File: src/cbi_pkg.sv
// Constants, field positions and state types for the processor system bus interface.
package cbi_pkg;
  localparam int ADDR_W = 32;
  localparam int DATA_W = 64;
  localparam int NBUF = 3;
  localparam int BEATS = 4;
  localparam int IDX_W = 4;
  localparam int CFG_FETCH_COH_BIT = 23;
  localparam int CFG_PRE_DIS_BIT = 7;
  localparam int RATIO_LSB = 28;
  localparam int RATIO_W = 4;
  localparam logic [31:0] CFG_B_RST = 32'h0000_0000;
  localparam logic [3:0] DWORD_BYTES = 4'h8;
  localparam logic [3:0] WORD_BYTES = 4'h4;
  localparam logic [31:0] WORD_STEP = 32'h0000_0004;
  localparam logic [1:0] BEAT_LAST = 2'h3;
  localparam logic [1:0] CB_CNT_RST = 2'h0;
  localparam logic [1:0] CB_FULL = 2'h3;
  localparam logic [2:0] TT_READ = 3'h0;
  localparam logic [2:0] TT_WRITE = 3'h1;
  localparam logic [2:0] TT_CASTOUT = 3'h2;
  localparam logic [2:0] TT_FLUSH = 3'h3;
  localparam logic [2:0] TT_CLEAN = 3'h4;
  localparam logic [2:0] TT_FETCH = 3'h5;
  typedef enum logic [1:0] {CBI_NORMAL, CBI_FAST_L2, CBI_NO_DRETRY} cbi_mode_t;
  typedef enum {S_IDLE, S_REQ, S_ADDR, S_DGNT, S_DATA, S_TAIL, S_PRE} cbi_state_t;
endpackage : cbi_pkg
File: src/cbi_cb_if.sv
// Port group between the bus engine and the copyback buffer memory.
`timescale 1ns/1ps
interface cbi_cb_if;
  import cbi_pkg::*;
  logic wr_en;
  logic [IDX_W-1:0] wr_idx;
  logic [DATA_W-1:0] wr_data;
  logic [IDX_W-1:0] rd_idx;
  logic [DATA_W-1:0] rd_data;
  modport owner (output wr_en, output wr_idx, output wr_data, output rd_idx, input rd_data);
  modport mem (input wr_en, input wr_idx, input wr_data, input rd_idx, output rd_data);
endinterface : cbi_cb_if

File: src/cbi_bus_top.sv
// Processor system bus interface: arbitration, transfers, snoop answers and copyback buffers.
`timescale 1ns/1ps
module cbi_bus_top
  import cbi_pkg::*;
(
  input wire logic clk,
  input wire logic srst,
  input wire logic [31:0] impl_config_reg_a,
  input wire cbi_mode_t bus_mode,
  input wire logic [RATIO_W-1:0] pll_cfg,
  output logic [31:0] impl_config_reg_b,
  input wire logic instr_xlate_enable,
  input wire logic req_valid,
  output logic req_ready,
  input wire logic req_fetch,
  input wire logic req_write,
  input wire logic req_burst,
  input wire logic req_le,
  input wire logic req_m,
  input wire logic [3:0] req_size,
  input wire logic [ADDR_W-1:0] req_addr,
  input wire logic [DATA_W-1:0] req_wdata,
  output logic align_err,
  output logic req_done,
  output logic fwd_valid,
  output logic [1:0] fwd_beat,
  output logic [DATA_W-1:0] fwd_data,
  input wire logic cb_wr_valid,
  output logic cb_wr_ready,
  input wire logic [2:0] cb_wr_kind,
  input wire logic [1:0] cb_wr_beat,
  input wire logic [ADDR_W-1:0] cb_wr_addr,
  input wire logic [DATA_W-1:0] cb_wr_data,
  output logic snp_lookup,
  output logic [ADDR_W-1:0] snp_addr,
  input wire logic snp_hit,
  input wire logic snp_modified,
  output logic bus_req_n,
  input wire logic bus_grant_n,
  input wire logic data_grant_n,
  input wire logic addr_ack_n,
  input wire logic xfer_ack_n,
  input wire logic data_retry_n,
  output logic xfer_start_n,
  output logic [2:0] xfer_type,
  output logic xfer_burst_n,
  output logic [3:0] xfer_size,
  output logic global_snoop_req_n,
  output logic [ADDR_W-1:0] addr_o,
  output logic addr_oe,
  input wire logic [ADDR_W-1:0] addr_i,
  input wire logic ext_start_n,
  output logic [DATA_W-1:0] data_o,
  output logic data_oe,
  input wire logic [DATA_W-1:0] data_i,
  output logic addr_bus_busy_n_o,
  output logic addr_bus_busy_n_oe,
  input wire logic addr_bus_busy_n_i,
  output logic data_bus_busy_n_o,
  output logic data_bus_busy_n_oe,
  input wire logic data_bus_busy_n_i,
  output logic addr_retry_resp_n_o,
  output logic addr_retry_resp_n_oe,
  output logic shared_resp_n_o,
  output logic shared_resp_n_oe
);
  localparam int SW = 9 + ADDR_W + DATA_W;
  cbi_state_t state_q;
  logic [SW-1:0] s1_q, s2_q;
  logic bg, dg, aack, ta, data_retry, abb_ext, dbb_ext, ets;
  logic [ADDR_W-1:0] sa;
  logic [DATA_W-1:0] sd;
  logic pre_dis_q;
  cbi_mode_t mode_q;
  logic [ADDR_W-1:0] cur_addr_q;
  logic [3:0] cur_size_q, split_size_q;
  logic [2:0] cur_tt_q;
  logic cur_write_q, cur_burst_q, cur_gbl_q, cur_cb_q, split_q;
  logic [DATA_W-1:0] cur_wdata_q;
  logic [1:0] beat_q;
  logic pend_q;
  logic [DATA_W-1:0] pend_data_q;
  logic [1:0] pend_beat_q;
  logic [ADDR_W-1:0] cb_addr_q [NBUF];
  logic [2:0] cb_kind_q [NBUF];
  logic [1:0] cb_cnt_q, cb_head_q, cb_tail_q;
  logic cb_pop, cb_push, dg_ok, ta_rd, nodr;
  logic [3:0] span, wspan;
  logic cross_dw, cross_w, take;
  logic snp_q, snp_ans_q, art_q, shd_q, art_pre_q, shd_pre_q, abb_pre_q;
  cbi_cb_if cbp ();

  cbi_cb_mem u_mem (
    .clk(clk),
    .port(cbp)
  );

  // Every pin passes two flops; the first stage feeds only the second.
  always_ff @(posedge clk) begin
    s1_q <= {bus_grant_n, data_grant_n, addr_ack_n, xfer_ack_n, data_retry_n,
             addr_bus_busy_n_i, data_bus_busy_n_i, ext_start_n, 1'b0, addr_i, data_i};
    s2_q <= s1_q;
  end
  assign {bg, dg, aack, ta, data_retry, abb_ext, dbb_ext, ets} = ~s2_q[SW-1 -: 8];
  assign sa = s2_q[DATA_W +: ADDR_W];
  assign sd = s2_q[DATA_W-1:0];

  // The ratio strap is caught by a clock edge during reset, never by the reset itself.
  always_ff @(posedge clk) begin
    if (srst) begin
      impl_config_reg_b <= CFG_B_RST;
      impl_config_reg_b[RATIO_LSB +: RATIO_W] <= pll_cfg;
    end
  end

  // Latched only while idle so a tenure never sees a half-applied change.
  always_ff @(posedge clk) begin
    if (srst) begin
      pre_dis_q <= 1'b0;
      mode_q <= CBI_NORMAL;
    end else if (state_q == S_IDLE) begin
      pre_dis_q <= impl_config_reg_a[CFG_PRE_DIS_BIT];
      mode_q <= bus_mode;
    end
  end
  assign nodr = (mode_q == CBI_NO_DRETRY);

  assign span = {1'b0, req_addr[2:0]} + req_size;
  assign wspan = {2'b00, req_addr[1:0]} + req_size;
  assign cross_dw = !req_burst && (span > DWORD_BYTES);
  assign cross_w = !req_burst && req_le && (wspan > WORD_BYTES);
  assign req_ready = (state_q == S_IDLE) && (cb_cnt_q == CB_CNT_RST) && !split_q;
  assign take = req_valid && req_ready;
  assign cb_pop = (state_q == S_IDLE) && (cb_cnt_q != CB_CNT_RST) && !split_q;
  assign dg_ok = dg && !dbb_ext && (nodr || !data_retry);
  assign ta_rd = ta && !cur_write_q;
  assign align_err = take && cross_dw;

  always_ff @(posedge clk) begin
    if (srst) begin
      state_q <= S_IDLE;
      beat_q <= 2'h0;
    end else begin
      unique case (state_q)
        S_IDLE: if (cb_pop || split_q || (take && !cross_dw)) begin
          state_q <= S_REQ;
        end
        S_REQ: if (bg && !abb_ext) begin
          state_q <= S_ADDR;
        end
        S_ADDR: if (aack) begin
          state_q <= S_DGNT;
        end
        S_DGNT: if (dg_ok) begin
          state_q <= S_DATA;
          beat_q <= 2'h0;
        end
        S_DATA: if (ta) begin
          if (!cur_burst_q || beat_q == BEAT_LAST) begin
            state_q <= (cur_write_q || nodr) ? S_PRE : S_TAIL;
          end else begin
            beat_q <= beat_q + 2'h1;
          end
        end else if (data_retry && !nodr && pend_q && beat_q != 2'h0) begin
          beat_q <= beat_q - 2'h1;
        end
        S_TAIL: state_q <= data_retry ? S_DATA : S_PRE;
        S_PRE: state_q <= S_IDLE;
      endcase
    end
  end

  always_ff @(posedge clk) begin
    if (srst) begin
      cur_addr_q <= '0;
      cur_size_q <= 4'h0;
      cur_tt_q <= TT_READ;
      cur_write_q <= 1'b0;
      cur_burst_q <= 1'b0;
      cur_gbl_q <= 1'b0;
      cur_cb_q <= 1'b0;
      cur_wdata_q <= '0;
      split_q <= 1'b0;
      split_size_q <= 4'h0;
    end else if (cb_pop) begin
      cur_addr_q <= cb_addr_q[cb_head_q];
      cur_tt_q <= cb_kind_q[cb_head_q];
      cur_write_q <= 1'b1;
      cur_burst_q <= 1'b1;
      cur_gbl_q <= 1'b1;
      cur_cb_q <= 1'b1;
      cur_size_q <= DWORD_BYTES;
    end else if (state_q == S_IDLE && split_q) begin
      split_q <= 1'b0;
      cur_addr_q <= {cur_addr_q[ADDR_W-1:2], 2'b00} + WORD_STEP;
      cur_size_q <= split_size_q;
    end else if (take && !cross_dw) begin
      cur_addr_q <= req_addr;
      cur_tt_q <= req_fetch ? TT_FETCH : (req_write ? TT_WRITE : TT_READ);
      cur_write_q <= req_write && !req_fetch;
      cur_burst_q <= req_burst;
      cur_cb_q <= 1'b0;
      cur_wdata_q <= req_wdata;
      cur_size_q <= cross_w ? (WORD_BYTES - {2'b00, req_addr[1:0]}) : req_size;
      split_q <= cross_w;
      split_size_q <= wspan - WORD_BYTES;
      if (!req_fetch) begin
        cur_gbl_q <= req_m;
      end else if (!impl_config_reg_a[CFG_FETCH_COH_BIT]) begin
        cur_gbl_q <= 1'b0;
      end else begin
        cur_gbl_q <= instr_xlate_enable ? req_m : 1'b1;
      end
    end
  end

  // Read beats are staged a cycle in modes that may see a data retry.
  always_ff @(posedge clk) begin
    if (srst) begin
      pend_q <= 1'b0;
      pend_data_q <= '0;
      pend_beat_q <= 2'h0;
      fwd_valid <= 1'b0;
      fwd_data <= '0;
      fwd_beat <= 2'h0;
    end else begin
      fwd_valid <= 1'b0;
      pend_q <= 1'b0;
      if (state_q == S_DATA && ta_rd && nodr) begin
        fwd_valid <= 1'b1;
        fwd_data <= sd;
        fwd_beat <= beat_q;
      end else if (state_q == S_DATA && ta_rd) begin
        pend_q <= 1'b1;
        pend_data_q <= sd;
        pend_beat_q <= beat_q;
      end
      if (pend_q && !data_retry) begin
        fwd_valid <= 1'b1;
        fwd_data <= pend_data_q;
        fwd_beat <= pend_beat_q;
      end
    end
  end

  always_ff @(posedge clk) begin
    if (srst) begin
      req_done <= 1'b0;
    end else begin
      req_done <= (state_q == S_PRE) && !cur_cb_q && !split_q;
    end
  end

  // Three copyback lines let castouts queue behind each other on the bus.
  assign cb_push = cb_wr_valid && cb_wr_ready && (cb_wr_beat == BEAT_LAST);
  assign cb_wr_ready = (cb_cnt_q != CB_FULL);
  assign cbp.wr_en = cb_wr_valid && cb_wr_ready;
  assign cbp.wr_idx = IDX_W'(cb_tail_q * BEATS + cb_wr_beat);
  assign cbp.wr_data = cb_wr_data;
  assign cbp.rd_idx = IDX_W'(cb_head_q * BEATS + beat_q);

  always_ff @(posedge clk) begin
    if (srst) begin
      cb_cnt_q <= CB_CNT_RST;
      cb_head_q <= 2'h0;
      cb_tail_q <= 2'h0;
    end else begin
      if (cb_push) begin
        cb_addr_q[cb_tail_q] <= cb_wr_addr;
        cb_kind_q[cb_tail_q] <= cb_wr_kind;
        cb_tail_q <= (cb_tail_q == 2'h2) ? 2'h0 : cb_tail_q + 2'h1;
      end
      if (state_q == S_PRE && cur_cb_q) begin
        cb_head_q <= (cb_head_q == 2'h2) ? 2'h0 : cb_head_q + 2'h1;
      end
      cb_cnt_q <= cb_cnt_q + {1'b0, cb_push} - {1'b0, state_q == S_PRE && cur_cb_q};
    end
  end

  always_ff @(posedge clk) begin
    if (srst) begin
      data_o <= '0;
    end else if (state_q == S_DGNT || state_q == S_DATA) begin
      data_o <= cur_cb_q ? cbp.rd_data : cur_wdata_q;
    end
  end
  assign data_oe = cur_write_q && (state_q == S_DATA);

  assign bus_req_n = !(state_q == S_REQ);
  assign xfer_start_n = !(state_q == S_ADDR);
  assign addr_oe = (state_q == S_ADDR);
  assign addr_o = cur_addr_q;
  assign xfer_type = cur_tt_q;
  assign xfer_burst_n = !cur_burst_q;
  assign xfer_size = cur_size_q;
  assign global_snoop_req_n = !(cur_gbl_q && state_q == S_ADDR);
  // Busy lines are driven low, driven high one cycle, then released.
  always_ff @(posedge clk) begin
    if (srst) begin
      abb_pre_q <= 1'b0;
    end else begin
      abb_pre_q <= (state_q == S_ADDR) && aack;
    end
  end
  assign addr_bus_busy_n_oe = (state_q == S_ADDR) || abb_pre_q;
  assign addr_bus_busy_n_o = (state_q != S_ADDR);
  assign data_bus_busy_n_oe = (state_q == S_DATA) || (state_q == S_TAIL) || (state_q == S_PRE);
  assign data_bus_busy_n_o = (state_q == S_PRE);

  // Snoop lookups of other masters, answered two cycles later.
  always_ff @(posedge clk) begin
    if (srst) begin
      snp_q <= 1'b0;
      snp_addr <= '0;
      snp_ans_q <= 1'b0;
      art_q <= 1'b0;
      shd_q <= 1'b0;
      art_pre_q <= 1'b0;
      shd_pre_q <= 1'b0;
    end else begin
      snp_q <= ets && (state_q != S_ADDR);
      snp_addr <= sa;
      snp_ans_q <= snp_q;
      art_q <= snp_ans_q && snp_modified;
      shd_q <= snp_ans_q && snp_hit;
      art_pre_q <= art_q && !pre_dis_q;
      shd_pre_q <= shd_q && !pre_dis_q;
    end
  end
  assign snp_lookup = snp_q;
  assign addr_retry_resp_n_o = !art_q;
  assign addr_retry_resp_n_oe = art_q || art_pre_q;
  assign shared_resp_n_o = !shd_q;
  assign shared_resp_n_oe = shd_q || shd_pre_q;

  a_fetch_gbl_off: assert property (@(posedge clk) disable iff (srst)
    take && req_fetch && !cross_dw && !impl_config_reg_a[CFG_FETCH_COH_BIT] |=> !cur_gbl_q)
    else $error("Fetch with coherency off asserted global.");
  a_fetch_gbl_attr: assert property (@(posedge clk) disable iff (srst)
    take && req_fetch && !cross_dw && impl_config_reg_a[CFG_FETCH_COH_BIT] && instr_xlate_enable
    |=> cur_gbl_q == $past(req_m))
    else $error("Fetch global does not follow attribute.");
  a_fetch_gbl_on: assert property (@(posedge clk) disable iff (srst)
    take && req_fetch && !cross_dw && impl_config_reg_a[CFG_FETCH_COH_BIT] && !instr_xlate_enable
    |=> cur_gbl_q)
    else $error("Untranslated fetch missed global.");
  a_retry_precharge: assert property (@(posedge clk) disable iff (srst)
    art_q && !pre_dis_q && !snp_ans_q |=> addr_retry_resp_n_oe && addr_retry_resp_n_o ##1 !art_pre_q || art_q)
    else $error("Retry line precharge missing.");
  a_nodr_forward: assert property (@(posedge clk) disable iff (srst)
    state_q == S_DATA && ta_rd && nodr |=> fwd_valid && fwd_data == $past(sd))
    else $error("No-retry mode did not forward at once.");
  a_grant_ignore_retry: assert property (@(posedge clk) disable iff (srst)
    state_q == S_DGNT && nodr && dg && !dbb_ext |=> state_q == S_DATA)
    else $error("Data retry blocked grant in no-retry mode.");
  a_split_order: assert property (@(posedge clk) disable iff (srst)
    take && cross_w && !cross_dw |=> split_q ##1 (state_q == S_REQ))
    else $error("Word-crossing access not split.");
  a_align_same: assert property (@(posedge clk) disable iff (srst)
    req_valid && req_ready |-> align_err == (!req_burst && span > DWORD_BYTES))
    else $error("Alignment error depends on byte order.");
  a_cb_bound: assert property (@(posedge clk) disable iff (srst)
    cb_cnt_q == CB_FULL && !(state_q == S_PRE && cur_cb_q) |-> !cb_wr_ready ##1 cb_cnt_q == CB_FULL)
    else $error("Copyback buffer overfilled.");
  a_grant_first: assert property (@(posedge clk) disable iff (srst)
    $rose(state_q == S_ADDR) |-> $past(bg))
    else $error("Address driven without grant.");
  a_mode_stable: assert property (@(posedge clk) disable iff (srst)
    state_q != S_IDLE && $past(state_q) != S_IDLE |-> $stable(mode_q) && $stable(pre_dis_q))
    else $error("Mode changed inside a tenure.");
endmodule : cbi_bus_top

File: src/cbi_cb_mem.sv
// Copyback line storage: three lines of four double words, registered read.
`timescale 1ns/1ps
module cbi_cb_mem
  import cbi_pkg::*;
(
  input wire logic clk,
  cbi_cb_if.mem port
);
  logic [DATA_W-1:0] mem_q [NBUF*BEATS];

  always_ff @(posedge clk) begin
    if (port.wr_en) begin
      mem_q[port.wr_idx] <= port.wr_data;
    end
  end

  always_ff @(posedge clk) begin
    port.rd_data <= mem_q[port.rd_idx];
  end
endmodule : cbi_cb_mem

File: config.mk
export PLATFORM = sky130hd
export DESIGN_NAME = cbi_bus_top
export DESIGN_NICKNAME = d
export VERILOG_FILES = /design/src/cbi_pkg.sv /design/src/cbi_cb_if.sv /design/src/cbi_bus_top.sv /design/src/cbi_cb_mem.sv
export SDC_FILE = /design/constraint.sdc
export NUM_CORES = 2
export LEC_CHECK = 0
export BUFFER_PORTS_ARGS = -buffer_cell sky130_fd_sc_hd__buf_4
export CORE_MARGIN = 2
export CORE_UTILIZATION = 52
export CTS_CLUSTER_DIAMETER = 60
export DETAILED_ROUTE_END_ITERATION = 8
export PLACE_DENSITY = 0.74
export SLEW_MARGIN = 5
export SYNTH_ARGS = -nofsm -noshare
export SYNTH_HDL_FRONTEND = slang
export SYNTH_SLANG_ARGS = --single-unit
File: constraint.sdc
create_clock -name clk -period 7.2 [get_ports clk]
set_clock_uncertainty 0.15 [all_clocks]
set_input_delay 1.44 -clock clk [delete_from_list [all_inputs] [get_ports clk]]
set_output_delay 1.44 -clock clk [all_outputs]
set_load 0.03 [all_outputs]
==> impl_metrics.ini <==
[yosys]
netlist.top_cell.by_area = sky130_fd_sc_hd__edfxtp_1
synth.top_cells.by_area = sky130_fd_sc_hd__edfxtp_1 (49%), sky130_fd_sc_hd__dfxtp_1 (24%), sky130_fd_sc_hd__mux4_2 (8.0%), sky130_fd_sc_hd__nand2_1 (3.3%), sky130_fd_sc_hd__mux2i_1 (3.1%)
syn_inst = 3599
syn-cell-area_mm2 = 0.0538
ys_warn_count = 0
synth_sequential_area_ratio_pct = 72.7
synth_edf_count = 877
ys_dominant_reg_cell = sky130_fd_sc_hd__edfxtp_1
synthArstFlopShare_pct = 0
post_synth.cell_area_avg_um2 = 14.9
synth_largest_type_area_fraction_pct = 49.0
synth_cell_type_count = 60
synth.ff_latch_count = 1515
yosysMostFrequentCell = sky130_fd_sc_hd__edfxtp_1
ys_top_cells_by_count = sky130_fd_sc_hd__edfxtp_1 (877), sky130_fd_sc_hd__dfxtp_1 (638), sky130_fd_sc_hd__nand2_1 (467)

[die]
ios = 608
initial_core_util_pct = 52.6
design.die.area_mm2 = 0.106
die_width_um = 326
fp.coreArea_mm2 = 0.102
rows = 117
chipHeight_um = 326

[clock_network]
cts_hold_buffers = 0
clock_tree.htree_level_count = 4
numCtsBuffers = 154
clk_path_buf_depth = 3
cts_repair_resize_count = 0
clock_latency_ps = 740
numClockSinks = 1515
count_of_buffers_added_by_post_cts_timing_repair_for_setup = 0
cts_tree = yes
clk_root_buffer_cell = sky130_fd_sc_hd__clkbuf_16
clk_pin_slew_worst_paths_ps = 60

[placement]
dp_hpwl_um = 78300
placed_cells_incl_taps = 5332
post_dp_cell_area_mm2 = 0.0592
port_buffer_count = 549
finalWeightedCongestion = 0.923

[setup_path]
cp.required_ps = 5610
path_buf_inv = 2
critical_path_peak_fanout = 4
timing.critical_path.cells = buf_4 -> ha_1 -> fa_1 -> xnor2_1 -> a21o_1 -> nor4_1 -> buf_4
worstSetupPathType = primary input to output port
crit_top_cell = sky130_fd_sc_hd__buf_4
slowest_stage = sky130_fd_sc_hd__fa_1
endpoint_kind = output port
setup.reg_to_reg.worst_slack_ps = 3520
cp.arrival_ps = 3220
cpLargestDelayFamily = adder cells
crit_path_start_kind = primary input
critical-path-max-stage-delay_ps = 440

[timing]
final_max_slew_viol_count = 0
setup_repair_after_global_routing_missed_its_margin = no
timing.hold.ws_ps = 167
fin_crit_ps = 4810
setup_tns_ps = 0
slew-limit-headroom_pct = 24.9
timing_hold_violations_final = 0
timing.fmax_mhz = 208
post-route-period-util_pct = 66.8
worst_slew_pin_slew_ps = 1120
timing.final.setup_violations = 0

[detailed_routing]
routed_wire_length_per_instance_um = 23.0
drt_drc_violations_left = 0
vias_per_cell = 5.60
route.final.wire_length_um = 130000
first_pass_iteration_count_of_the_detailed_router = 8
drt_first_iter_violations = 2571
drtAntennaViolNets = 0
detailroute.via_count = 31500

[global_route]
largest_net_degree_at_the_start_of_global_routing = 167
globalRouteTotalUtil_pct = 24.3
wire_length_of_the_first_global_routing_pass_um = 194000
antenna_found_initial = 24
overflow_after_grt = 0
grt_pass1_vias = 31100

[cells_and_area]
layout.cells.non_filler = 5632
finalInstanceArea_mm2 = 0.0644
syn_to_final_growth_pct = 19.7
design.final.nets = 4484
final_layout_size_suffix_gt1_share_pct = 25.4

[run]
timing.max_cap.violations = 0

[outcome]
outcome = finished, final reports clean

[power_and_ir_drop]
irDropWorstVdd_mv = 0.290
p_leak_nw = 22.0
cellPowerDensity_mw_per_mm2 = 300

[worst_hold_path]
timing.hold.worst.class = flop to flop
-- cells in the final DEF, fill, tap and decap left out, types with 9 or more instances in the layout --
cell / count
sky130_fd_sc_hd__edfxtp_1: 877
sky130_fd_sc_hd__nor2_1: 189
sky130_fd_sc_hd__a211oi_1: 81
sky130_fd_sc_hd__mux4_2: 192
sky130_fd_sc_hd__xor2_1: 9
sky130_fd_sc_hd__nand3_1: 83
sky130_fd_sc_hd__nor2_4: 9
sky130_fd_sc_hd__dfxtp_1: 629
sky130_fd_sc_hd__mux2i_1: 166
sky130_fd_sc_hd__a311oi_1: 72
sky130_fd_sc_hd__clkbuf_1: 38
sky130_fd_sc_hd__clkbuf_16: 160
sky130_fd_sc_hd__clkbuf_8: 23
sky130_fd_sc_hd__inv_1: 13
sky130_fd_sc_hd__a21o_1: 9
sky130_fd_sc_hd__xnor2_1: 13
sky130_fd_sc_hd__nand4_1: 12
sky130_fd_sc_hd__diode_2: 11
sky130_fd_sc_hd__and3_1: 12
sky130_fd_sc_hd__conb_1: 28
sky130_fd_sc_hd__mux2_2: 10
sky130_fd_sc_hd__buf_4: 596
sky130_fd_sc_hd__nor2b_1: 39
sky130_fd_sc_hd__clkinv_2: 19
sky130_fd_sc_hd__o21ai_0: 104
sky130_fd_sc_hd__clkinv_1: 17
sky130_fd_sc_hd__nand2_1: 465
sky130_fd_sc_hd__nand2b_1: 9
sky130_fd_sc_hd__a21oi_1: 185
sky130_fd_sc_hd__nor3_1: 39
-- state kept, by name (all words and copies together), names as in the netlist, 3 cells and up, named ones only --
register            flops
cur_wdata_q            64
impl_config_reg_b       4
fwd_data               64
s2_q                  104
data_o                 64
s1_q                  104
u_mem.port.rd_data     64
state_q                 3
xfer_type               3
xfer_size               4
addr_o                 32
u_mem.mem_q           768
cb_addr_q              96
cb_kind_q               9
pend_data_q            64
snp_addr               32
split_size_q            4
-- stage by stage --
stage	setup WS [ps]	utilization, %	total power [W]
finish	2390	63.0	0.0193
global route	2300	63.0	0.0199
CTS	2390	63.0	0.0194
detailed placement	2400	58.0	0.0116
global placement	2370	58.0	0.0115
floorplan	360	-	0.0108
-- final timing paths --
check	to	start	depth (start not counted)
max reg2reg	addr_o[24]	state_q[0]	7
min reg2reg	s2_q[94]	s1_q[94]	0
min	s2_q[94]	s1_q[94]	0
max	align_err	req_size[0]	7
-- final cells by class --
| cell class | instances | area (um^2) |
|---|---|---|
| inverter | 13 | 48.8 |
| tap | 1368 | 1710 |
| clock buffer | 222 | 4470 |
| multi-input combinational | 1834 | 13700 |
| antenna | 11 | 27.5 |
| timing repair buffer | 602 | 4590 |
| sequential | 1515 | 39100 |
| fill | 7384 | 37800 |
| clock inverter | 67 | 653 |
-- where the power goes --
group	total (W)	internal, W	leakage, nW	switching [W]
clock	0.00790	0.00458	2.51	0.00331
sequential	0.00971	0.00948	13.2	0.000228
combinational	0.00168	0.000594	6.28	0.00108
total	0.0193	0.0147	22.0	0.00463
-- cells by family after synthesis --
family          share of synthesized area [%]
buf+inv                                  2.21
simple gates                             7.22
mux                                      11.3
compound gates                           5.94
fa+ha+maj                               0.223
other cells                           0.00697
xor+xnor                                0.358
flops                                    72.7
-- layer usage --
layer	wire length (um)	track usage, %
met1	53100	32.1
met2	62200	39.3
met3	9980	5.97
met4	4240	8.75
met5	168	0
(Power assumes the default switching activity.)
